$ cat config.mk
export PLATFORM = sky130hd
export DESIGN_NAME = config_memory_error_detect
export DESIGN_NICKNAME = d
export VERILOG_FILES = /design/src/hw/config_memory_error_detect.v /design/src/hw/col_check_engine.v
export VERILOG_INCLUDE_DIRS = /design/src /design/src/include
export SDC_FILE = /design/constraint.sdc
export NUM_CORES = 2
export LEC_CHECK = 0
export BUFFER_PORTS_ARGS = -buffer_cell sky130_fd_sc_hd__buf_2
export CORE_ASPECT_RATIO = 1.4
export CORE_MARGIN = 10
export CORE_UTILIZATION = 31
export CTS_CLUSTER_DIAMETER = 40
export DETAILED_ROUTE_END_ITERATION = 8
export PLACE_DENSITY_LB_ADDON = 0.1
export SYNTH_ARGS = -nofsm -noshare
export SYNTH_HDL_FRONTEND = slang
export SYNTH_SLANG_ARGS = --single-unit
$ cat constraint.sdc
create_clock -name i_clk_sys -period 3.9 [get_ports i_clk_sys]
set_input_delay 0.585 -clock i_clk_sys [delete_from_list [all_inputs] [get_ports i_clk_sys]]
set_output_delay 0.585 -clock i_clk_sys [all_outputs]
set_load 0.02 [all_outputs]
$ cat src/include/config_memory_error_detect_regs.vh
`ifndef CONFIG_MEMORY_ERROR_DETECT_REGS_VH
`define CONFIG_MEMORY_ERROR_DETECT_REGS_VH

// ----------------------------------------------------------------
// Error message register layout (bit positions, LSB of each field)
// ----------------------------------------------------------------
`define MSG_W            78
`define MSG_FRAME_LSB    62
`define MSG_FRAME_W      16
`define MSG_COLDW_LSB    60
`define MSG_COLDW_W      2
`define MSG_COLBIT_LSB   55
`define MSG_COLBIT_W     5
`define MSG_COLTYPE_LSB  52
`define MSG_TYPE_W       3
`define MSG_SYN_LSB      20
`define MSG_SYN_W        32
`define MSG_FDW_LSB      10
`define MSG_FDW_W        10
`define MSG_FBIT_LSB     5
`define MSG_FBIT_W       5
`define MSG_FTYPE_LSB    2
`define MSG_RSVD_BIT     1
`define MSG_UPDERR_BIT   0
`define MSG_RESET        78'h0

// ----------------------------------------------------------------
// Error type codes
// ----------------------------------------------------------------
`define ERR_NONE         3'h0
`define ERR_SINGLE       3'h1
`define ERR_DOUBLE       3'h2
`define ERR_UNCORR       3'h7

// ----------------------------------------------------------------
// Check-bit code and scan geometry
// ----------------------------------------------------------------
`define CHK_W            32
`define CHK_POLY         32'h04C11DB7
`define CHK_RESET        32'h0
`define SLICE_DWORDS     4
`define SLICE_SHIFT      2

`endif

$ cat src/hw/config_memory_error_detect.v
// Notes on behaviour
// - In user mode all frames are read one after another for checking.
// - A found soft error raises the error output pin.
// - Load-time check always runs; user-mode checking only when enabled.
// - Each frame ends in its own 32-bit check word.
// - Column check-bits sit in per-column registers covering all frames.
// - Column engines run in parallel, count set by frame length.
// - Each column engine folds 128 bits per frame in four cycles.
// - A pass ends only after every frame has been read.
// - Frame check words made while loading; column bits after configuration.
// - First user-mode pass checks frames against their own check words.
// - Column bits computed only after the first frame-based pass.
// - Column bits recomputed after reconfiguration and after protocol sessions.
// - Error message register rewritten on each detected error.
// - Error message register is 78 bits: type, location, syndrome.
// - Location is frame, dword and bit; zero for uncorrectable errors.
// - Fabric update register loads one cycle after message is valid.
// - Fabric update register has a hold enable protecting reads.
// - Fabric logic reads through the fabric shift register.
// - JTAG update register loads one cycle after message is valid.
// - JTAG update register has a hold enable protecting reads.
// - JTAG host shifts out after loading the error shift instruction.
// - Message fields follow the fixed order and widths.
// - Error pin stays high until the message is readable.
// - Error during column update sets flag, pin high until reconfiguration.
`default_nettype none

module config_memory_error_detect
#(
	parameter NUM_FRAMES   = 64,
	parameter FRAME_DWORDS = 16
)
(
	input  wire        i_clk_sys,
	input  wire        i_rst,
	input  wire        i_cfg_loading,
	input  wire        i_cfg_wr_valid,
	input  wire [31:0] i_cfg_wr_data,
	output reg         o_cfg_check_wr,
	output reg  [31:0] o_cfg_check_word,
	input  wire        i_user_mode,
	input  wire        i_check_enable,
	input  wire        i_session_done,
	output reg         o_rd_en,
	output reg  [15:0] o_rd_frame,
	output reg  [9:0]  o_rd_dword,
	input  wire        i_rd_valid,
	input  wire [31:0] i_rd_data,
	output reg         o_crc_error,
	output reg         o_scan_active,
	input  wire        i_user_hold,
	input  wire        i_user_shift_en,
	input  wire        i_user_shift,
	output wire        o_user_dout,
	input  wire        i_jtag_hold,
	input  wire        i_shift_out_error_instr,
	input  wire        i_jtag_shift_dr,
	input  wire        i_jtag_shift,
	output wire        o_jtag_dout
);

`include "config_memory_error_detect_regs.vh"

	localparam NCOL = FRAME_DWORDS / `SLICE_DWORDS;
	localparam BW   = $clog2(FRAME_DWORDS * 32);
	localparam [BW-1:0]  D_LAST  = FRAME_DWORDS * 32 - 1;
	localparam [9:0]     NW      = FRAME_DWORDS;
	localparam [9:0]     NW_LAST = FRAME_DWORDS - 1;
	localparam [15:0]    F_LAST  = NUM_FRAMES - 1;
	localparam [2:0] S_IDLE = 3'h0, S_READ = 3'h1, S_DRAIN = 3'h2, S_SEARCH = 3'h3;
	localparam [2:0] S_REPORT = 3'h4, S_PASS = 3'h5, S_COLCHK = 3'h6;
	localparam [1:0] P_VERIFY = 2'h0, P_UPDATE = 2'h1, P_CHECK = 2'h2;

	// Same fold as the column engines
	function [31:0] fold_dw;
		input [31:0] crc;
		input [31:0] d;
		integer i;
		reg [31:0] c;
		reg        fb;
		begin
			c = crc;
			for (i = 31; i >= 0; i = i - 1)
			begin
				fb = c[31] ^ d[i];
				c  = {c[30:0], 1'b0} ^ (fb ? `CHK_POLY : 32'h00000000);
			end
			fold_dw = c;
		end
	endfunction

	reg [2:0]        state_r;
	reg [1:0]        pass_r;
	reg [9:0]        rx_dw_r;
	reg [31:0]       crc_r;
	reg [31:0]       syn_r;
	reg [31:0]       t_r;
	reg [BW-1:0]     d_r;
	reg [2:0]        ftype_r;
	reg [2:0]        ctype_r;
	reg [BW-1:0]     loc_r;
	reg              frame_err_pass_r;
	reg              need_upd_r;
	reg              upd_err_r;
	reg              cfg_err_r;
	reg [9:0]        cfg_dw_r;
	reg [31:0]       cfg_crc_r;
	reg              cfg_load_d_r;
	reg [`MSG_W-1:0] msg_r;
	reg              msg_valid_r;
	reg              msg_valid_d_r;
	reg              pass_end_r;

	wire        run_ok    = i_user_mode & i_check_enable & ~i_cfg_loading;
	wire        cfg_start = i_cfg_loading & ~cfg_load_d_r;
	wire        clr       = i_rst | cfg_start;
	wire        rx_data   = i_rd_valid & (rx_dw_r < NW);
	wire        rx_chk    = i_rd_valid & (rx_dw_r == NW);
	wire [31:0] t_nxt     = {t_r[30:0], 1'b0} ^ (t_r[31] ? `CHK_POLY : 32'h00000000);
	wire [9:0]  d_hi      = {{(10 - (BW - 5)){1'b0}}, loc_r[BW-1:5]};
	wire [9:0]  loc_dw    = NW_LAST - d_hi;
	wire [NCOL-1:0] col_mis;

	// ----------------------------------------------------------------
	// Load-time frame check words and stream check
	// ----------------------------------------------------------------
	always @(posedge i_clk_sys)
	begin
		cfg_load_d_r <= i_rst ? 1'b0 : i_cfg_loading;
		if (i_rst)
		begin
			cfg_dw_r         <= 10'h000;
			cfg_crc_r        <= `CHK_RESET;
			cfg_err_r        <= 1'b0;
			o_cfg_check_wr   <= 1'b0;
			o_cfg_check_word <= `CHK_RESET;
		end
		else
		begin
			o_cfg_check_wr <= 1'b0;
			if (cfg_start)
			begin
				cfg_dw_r  <= 10'h000;
				cfg_crc_r <= `CHK_RESET;
				cfg_err_r <= 1'b0;
			end
			else if (i_cfg_loading && i_cfg_wr_valid)
			begin
				if (cfg_dw_r == NW)
				begin
					// frame check word made on chip
					o_cfg_check_wr   <= 1'b1;
					o_cfg_check_word <= cfg_crc_r;
					if (cfg_crc_r != i_cfg_wr_data)
						cfg_err_r <= 1'b1;
					cfg_dw_r  <= 10'h000;
					cfg_crc_r <= `CHK_RESET;
				end
				else
				begin
					cfg_dw_r  <= cfg_dw_r + 10'h001;
					cfg_crc_r <= fold_dw(cfg_crc_r, i_cfg_wr_data);
				end
			end
		end
	end

	// ----------------------------------------------------------------
	// Scan, locate and report
	// ----------------------------------------------------------------
	always @(posedge i_clk_sys)
	begin
		if (clr)
		begin
			state_r <= S_IDLE; pass_r <= P_VERIFY; rx_dw_r <= 10'h000;
			crc_r <= `CHK_RESET; syn_r <= `CHK_RESET; t_r <= `CHK_RESET;
			d_r <= {BW{1'b0}}; loc_r <= {BW{1'b0}};
			ftype_r <= `ERR_NONE; ctype_r <= `ERR_NONE;
			frame_err_pass_r <= 1'b0; need_upd_r <= 1'b0; upd_err_r <= 1'b0;
			msg_r <= `MSG_RESET; msg_valid_r <= 1'b0; pass_end_r <= 1'b0;
			o_rd_en <= 1'b0; o_rd_frame <= 16'h0000; o_rd_dword <= 10'h000;
			o_crc_error <= 1'b0; o_scan_active <= 1'b0;
		end
		else
		begin
			o_rd_en     <= 1'b0;
			msg_valid_r <= 1'b0;
			pass_end_r  <= 1'b0;
			// a finished protocol session asks for recompute
			if (i_session_done)
				need_upd_r <= 1'b1;
			// pin falls once update registers hold the message
			if (msg_valid_d_r)
				o_crc_error <= upd_err_r;
			o_scan_active <= (state_r != S_IDLE);
			// data dwords fold, the last word is the stored check word
			if (rx_data)
			begin
				crc_r   <= fold_dw(crc_r, i_rd_data);
				rx_dw_r <= rx_dw_r + 10'h001;
			end
			case (state_r)
			S_IDLE:
			begin
				o_crc_error <= upd_err_r | cfg_err_r;
				// start reading once in user mode with checking on
				if (run_ok)
				begin
					state_r    <= S_READ;
					o_rd_frame <= 16'h0000;
					o_rd_dword <= 10'h000;
					rx_dw_r    <= 10'h000;
					crc_r      <= `CHK_RESET;
				end
			end
			S_READ:
			begin
				o_rd_en <= 1'b1;
				if (o_rd_en)
					o_rd_dword <= o_rd_dword + 10'h001;
				if (o_rd_en && o_rd_dword == NW - 10'h001)
					state_r <= S_DRAIN;
			end
			S_DRAIN:
			begin
				if (rx_chk)
				begin
					syn_r   <= crc_r ^ i_rd_data;
					rx_dw_r <= 10'h000;
					crc_r   <= `CHK_RESET;
					if (crc_r != i_rd_data)
					begin
						o_crc_error      <= 1'b1;
						frame_err_pass_r <= 1'b1;
						t_r     <= `CHK_POLY;
						d_r     <= {BW{1'b0}};
						state_r <= S_SEARCH;
					end
					else if (o_rd_frame == F_LAST)
						state_r <= S_PASS;
					else
					begin
						o_rd_frame <= o_rd_frame + 16'h0001;
						o_rd_dword <= 10'h000;
						state_r    <= S_READ;
					end
				end
			end
			S_SEARCH:
			begin
				// Walk single and adjacent-pair syndromes; slow but tiny
				loc_r   <= d_r;
				state_r <= S_REPORT;
				if (syn_r == t_r)
					ftype_r <= `ERR_SINGLE;
				else if (syn_r == (t_r ^ t_nxt) && d_r != D_LAST)
					ftype_r <= `ERR_DOUBLE;
				else if (d_r == D_LAST)
					ftype_r <= `ERR_UNCORR;
				else
				begin
					state_r <= S_SEARCH;
					t_r     <= t_nxt;
					d_r     <= d_r + {{(BW-1){1'b0}}, 1'b1};
				end
				ctype_r <= `ERR_NONE;
			end
			S_REPORT:
			begin
				// rewrite the message on every detection
				msg_valid_r <= 1'b1;
				// type, location and syndrome in 78 bits
				msg_r <= {o_rd_frame, loc_dw[1:0], loc_r[4:0],
					(ftype_r == `ERR_NONE) ? ctype_r : ftype_r,
					syn_r, loc_dw, loc_r[4:0], ftype_r, 1'b0,
					upd_err_r | (pass_r == P_UPDATE)};
				if (ftype_r == `ERR_UNCORR || ftype_r == `ERR_NONE)
				begin
					msg_r[`MSG_FRAME_LSB+15:`MSG_COLTYPE_LSB+3] <= 23'h000000;
					msg_r[`MSG_FDW_LSB+9:`MSG_FTYPE_LSB+3]      <= 15'h0000;
				end
				// error during column update sticks until reconfig
				if (pass_r == P_UPDATE)
					upd_err_r <= 1'b1;
				if (ftype_r == `ERR_NONE)
				begin
					pass_end_r <= 1'b1;
					state_r    <= S_COLCHK;
				end
				else if (o_rd_frame == F_LAST)
					state_r <= S_PASS;
				else
				begin
					o_rd_frame <= o_rd_frame + 16'h0001;
					o_rd_dword <= 10'h000;
					state_r    <= S_READ;
				end
			end
			S_PASS:
			begin
				pass_end_r <= 1'b1;
				state_r    <= S_COLCHK;
			end
			S_COLCHK:
			begin
				ftype_r          <= `ERR_NONE;
				if (pass_r == P_CHECK && |col_mis && !frame_err_pass_r && !pass_end_r)
				begin
					// Column mismatch no frame could place
					o_crc_error      <= 1'b1;
					ctype_r          <= `ERR_UNCORR;
					syn_r            <= `CHK_RESET;
					frame_err_pass_r <= 1'b1;
					state_r          <= S_REPORT;
				end
				else if (!pass_end_r)
				begin
					// Cleared only on leaving, so a located error masks the column miss
					frame_err_pass_r <= 1'b0;
					// column bits only after the first frame pass
					if (pass_r == P_VERIFY || need_upd_r)
					begin
						pass_r     <= P_UPDATE;
						need_upd_r <= i_session_done;
					end
					else
						pass_r <= P_CHECK;
					o_rd_frame <= 16'h0000;
					o_rd_dword <= 10'h000;
					state_r    <= run_ok ? S_READ : S_IDLE;
				end
			end
			default:
				state_r <= S_IDLE;
			endcase
		end
	end

	// ----------------------------------------------------------------
	// Column engines and message unload ports
	// ----------------------------------------------------------------
	wire [1:0] hold_v  = {i_jtag_hold, i_user_hold};
	// JTAG shifts only under the error shift instruction
	wire [1:0] shen_v  = {i_shift_out_error_instr & i_jtag_shift_dr, i_user_shift_en};
	wire [1:0] step_v  = {i_jtag_shift, i_user_shift};
	wire [1:0] dout_v;

	always @(posedge i_clk_sys)
		msg_valid_d_r <= clr ? 1'b0 : msg_valid_r;

	genvar g;
	generate
		for (g = 0; g < NCOL; g = g + 1)
		begin : g_col
			localparam [7:0] CIDX = g;
			col_check_engine u_eng
			(
				.i_clk_sys  (i_clk_sys),
				.i_rst      (clr),
				.i_dw_valid (rx_data && rx_dw_r[9:`SLICE_SHIFT] == CIDX && pass_r != P_VERIFY),
				.i_dw_data  (i_rd_data),
				.i_pass_end (pass_end_r && pass_r != P_VERIFY),
				.i_store    (pass_r == P_UPDATE),
				.o_mismatch (col_mis[g])
			);
		end
		for (g = 0; g < 2; g = g + 1)
		begin : g_port
			reg [`MSG_W-1:0] upd_r;
			reg [`MSG_W-1:0] sh_r;
			always @(posedge i_clk_sys)
			begin
				if (i_rst)
				begin
					upd_r <= `MSG_RESET;
					sh_r  <= `MSG_RESET;
				end
				else
				begin
					// fabric copy one cycle after valid
					// JTAG copy one cycle after valid
					// hold enable freezes the fabric copy
					// hold enable freezes the JTAG copy
					if (msg_valid_r && !hold_v[g])
						upd_r <= msg_r;
					// readers see only the shift register
					if (!shen_v[g])
						sh_r <= upd_r;
					else if (step_v[g])
						sh_r <= {1'b0, sh_r[`MSG_W-1:1]}; // LSB first
				end
			end
			assign dout_v[g] = sh_r[0];
		end
	endgenerate

	assign o_user_dout = dout_v[0];
	assign o_jtag_dout = dout_v[1];

endmodule // config_memory_error_detect

`default_nettype wire

$ cat src/hw/col_check_engine.v
`default_nettype none

// ----------------------------------------------------------------
// One column engine: folds the 128-bit slice of every frame
// ----------------------------------------------------------------
module col_check_engine
(
	input  wire        i_clk_sys,
	input  wire        i_rst,
	input  wire        i_dw_valid,
	input  wire [31:0] i_dw_data,
	input  wire        i_pass_end,
	input  wire        i_store,
	output wire        o_mismatch
);

`include "config_memory_error_detect_regs.vh"

	reg [31:0] acc_r;
	reg [31:0] chk_r;
	reg        mismatch_r;

	// Serial MSB-first fold of one dword, zero initial value
	function [31:0] fold_dw;
		input [31:0] crc;
		input [31:0] d;
		integer i;
		reg [31:0] c;
		reg        fb;
		begin
			c = crc;
			for (i = 31; i >= 0; i = i - 1)
			begin
				fb = c[31] ^ d[i];
				c  = {c[30:0], 1'b0} ^ (fb ? `CHK_POLY : 32'h00000000);
			end
			fold_dw = c;
		end
	endfunction

	// ----------------------------------------------------------------
	// Accumulate, then store or compare at the end of a pass
	// ----------------------------------------------------------------
	always @(posedge i_clk_sys)
	begin
		if (i_rst)
		begin
			acc_r      <= `CHK_RESET;
			chk_r      <= `CHK_RESET;
			mismatch_r <= 1'b0;
		end
		else if (i_pass_end)
		begin
			acc_r <= `CHK_RESET;
			if (i_store)
			begin
				chk_r      <= acc_r;
				mismatch_r <= 1'b0;
			end
			else
				mismatch_r <= (acc_r != chk_r);
		end
		else if (i_dw_valid)
			acc_r <= fold_dw(acc_r, i_dw_data); // Four cycles cover 128 bits
	end

	assign o_mismatch = mismatch_r;

endmodule // col_check_engine

`default_nettype wire

==> flow_metrics.tcl <==
set metrics [dict create \
    drtAntennaViolNets 0 \
    hold_buffers 0 \
    r2r_slack_ps 120 \
    routed_wl_um 187000 \
    vias 40700 \
    mostFrequentLayoutCells "xnor2_1 (919), buf_4 (917), dfxtp_1 (845)" \
    timing.final.crit_share_pct 97.0 \
    cts_buffers 141 \
    num_rows 180 \
    grt_pass1_wl_um 278000 \
    status "complete, no violations" \
    cts_tree "yes" \
    htreeDepth 4 \
    rr_startpoint "g_col[1].u_eng.acc_r[26]" \
    critPathCapture "g_col[1].u_eng.acc_r[12]" \
    busiest_layer "met2" \
    crit_arrival_ps 4430 \
    core-area_um2 171000 \
    critPathSlowestCell "xor3_2" \
    r2r_end "g_col[1].u_eng.acc_r[12]" \
    netlist_area_um2 53300 \
    grt_max_degree 166 \
    async_flop_share_pct 0 \
    first_global_vias 41700 \
    yosysWarningCount 0 \
    area_growth_pct 29.3 \
    grtUsageMet2_pct 36.1 \
    final_cells 8824 \
    period_needed_ps 3780 \
    gp_congestion 0.916 \
    relSlewSlack_pct 23.2 \
    worst_pin_slew_ps 1140 \
    post_drt_wl_per_cell_um 21.2 \
    crit_chain "buf_4 -> xnor2_4 -> xnor2_1 -> xnor3_1 -> xor3_2 -> buf_4 -> xor3_2 -> buf_4 -> xnor2_1 -> xnor3_1 -> xnor2_1 -> a21oi_1" \
    yosysUniqueCellTypes 61 \
    yosysTopAreaCell "dfxtp_1" \
    path_class "reg2reg" \
    dpl_cell_area_um2 63600 \
    hp-class "in2reg" \
    clockBufferDepth 3 \
    syn-num-nets 5641 \
    drive_gt1_share_pct 24.2 \
    cp_max_fo 5 \
    synth_area_leaders "dfxtp_1 (32%), xnor2_1 (16%), xnor3_1 (10%), xor2_1 (7.1%), nand2_1 (5.3%)" \
    dieArea_um2 189000 \
    synth_edf_count 0 \
    ff2ff_path_depth 12 \
    drtIter0Drc 2001 \
    timing.fmax_ghz 0.264 \
    cp.required_ps 4550 \
    initial_core_util_pct 31.1 \
    met1_usage_pct 22.3 \
    antenna_found_initial 4 \
    crit_start "g_col[1].u_eng.acc_r[26]" \
    clockRootBuffer "clkbuf_16" \
    hold_viol_final 0 \
    clk_latency_ps 800 \
    final_max_slew_viol_count 0 \
    final-setup-viol-count 0 \
    clock_sinks 853 \
    port_buffers 142 \
    ys_seq_area_share_pct 32.0 \
    die_x_um 370 \
    yosys.area.top_type_share_pct 32.0 \
    nNetsFinal 6521 \
    drt-vias-per-instance 4.62 \
    overflow 0 \
    dp_hpwl_um 147000 \
    maxCapViolCount 0 \
    die_y_um 511 \
    max_stage_delay_ps 490 \
    grt_usage_pct 19.4 \
    gr-usage-met3_pct 2.62 \
    synthFlopType "dfxtp_1" \
    avgSynthCellArea_um2 9.61 \
    dp_cells 8555 \
    io-pin-count 143 \
    cp-end-kind "flip-flop" \
    fin_setup_tns_ps 0 \
    design_area_um2 68900 \
    startpoint_type "flip-flop" \
    mostFrequentLayoutCell "xnor2_1" \
    synth_cells 5550 \
    finClkSkew_ps 45.7 \
    dr.pass1.iters 7 \
    ys_seq_elements 853 \
    drcViolationCount 0 \
    path_clk_slew_ps 50 \
]
worst min-delay path by stage:
| stage | end | cells past startpoint | start |
|---|---|---|---|
| finish | need_upd_r | 3 | i_session_done |
| global route | cfg_load_d_r | 2 | i_cfg_loading |
| CTS | need_upd_r | 3 | i_session_done |
| detailed placement | rx_dw_r[7] | 2 | rx_dw_r[7] |
| global placement | rx_dw_r[6] | 2 | rx_dw_r[6] |
| floorplan | rx_dw_r[5] | 2 | rx_dw_r[5] |
routing by layer:
| layer | vias up | routed length (um) |
|---|---|---|
| li1 | 20400 | - |
| met1 | 19500 | 76100 |
| met2 | 613 | 98700 |
| met3 | 268 | 5440 |
| met4 | 4 | 6900 |
| met5 | - | 29 |
kinds of logic after synthesis:
group | count (synthesis) | synth area share (%)
xor gates and xnor gates | 1814 | 40.7
and+or+nand+nor | 1453 | 11.4
AOI/OAI and AO/OA | 868 | 9.62
DFF | 853 | 32.0
buffers and inverters | 384 | 2.89
muxes | 166 | 3.12
adders and majority gates | 12 | 0.282
cells in the mapped netlist, types with 7 or more instances:
cell,instances
xor2_2,25
nand2b_1,10
nand3_1,49
a211oi_1,241
nor3_1,72
nand2_1,758
buf_2,17
buf_1,44
o21bai_1,15
nor2_1,410
nor4_1,57
xnor2_2,44
ha_1,12
dfxtp_1,853
a21oi_1,481
and3_1,16
xor3_2,7
a22oi_1,34
o21ai_0,76
xnor3_2,26
xnor3_1,247
clkbuf_1,285
nor2b_1,7
xnor2_1,949
buf_4,8
mux2i_1,165
nand4_1,37
inv_1,23
xnor2_4,27
xor3_1,50
xor2_1,432
through the flow:
step	setup WS, ps	hold WS, ps	util, %
global route	-2.05	159	40.2
global placement	-538	410	37.1
detailed placement	-577	422	37.1
CTS	12.8	94.8	40.1
finish	119	167	40.2
floorplan	-74.8	403	-
worst max-delay path: cells and delay by family, from the launching register on:
kind	cells	cell delay (ps)
xor+xnor	8	2680
buf+inv	3	550
compound gates	1	90
flops	1	320
area by class of cell:
| type | instances | area, um2 |
|---|---|---|
| antenna | 2 | 5.00 |
| multi-input combinational | 4313 | 35400 |
| clock inverter | 87 | 1250 |
| inverter | 23 | 86.3 |
| clock buffer | 173 | 3850 |
| sequential | 853 | 17100 |
| fill | 17200 | 102000 |
| tap | 2275 | 2850 |
| timing repair buffer | 1098 | 8430 |
flip-flops by register name, indices dropped and copies added (netlist names), 16 cells and up:
signal	count
o_rd_frame	16
o_cfg_check_word	32
msg_r	64
crc_r	32
g_port.sh_r	156
g_port.upd_r	128
g_col.u_eng.acc_r	128
t_r	32
cfg_crc_r	32
g_col.u_eng.chk_r	128
syn_r	32
what timing repair did:
item | in CTS | in global routing
cloned | 0 | 0
pin swaps | 1 | 8
buffers inserted | 2 | 5
setup endpoints to repair | 36 | 42
resized for setup | 6 | 22
Power is left out: the tool's default activity adds up to more than one toggle a clock period on the data nets, which glitch-free logic cannot reach.
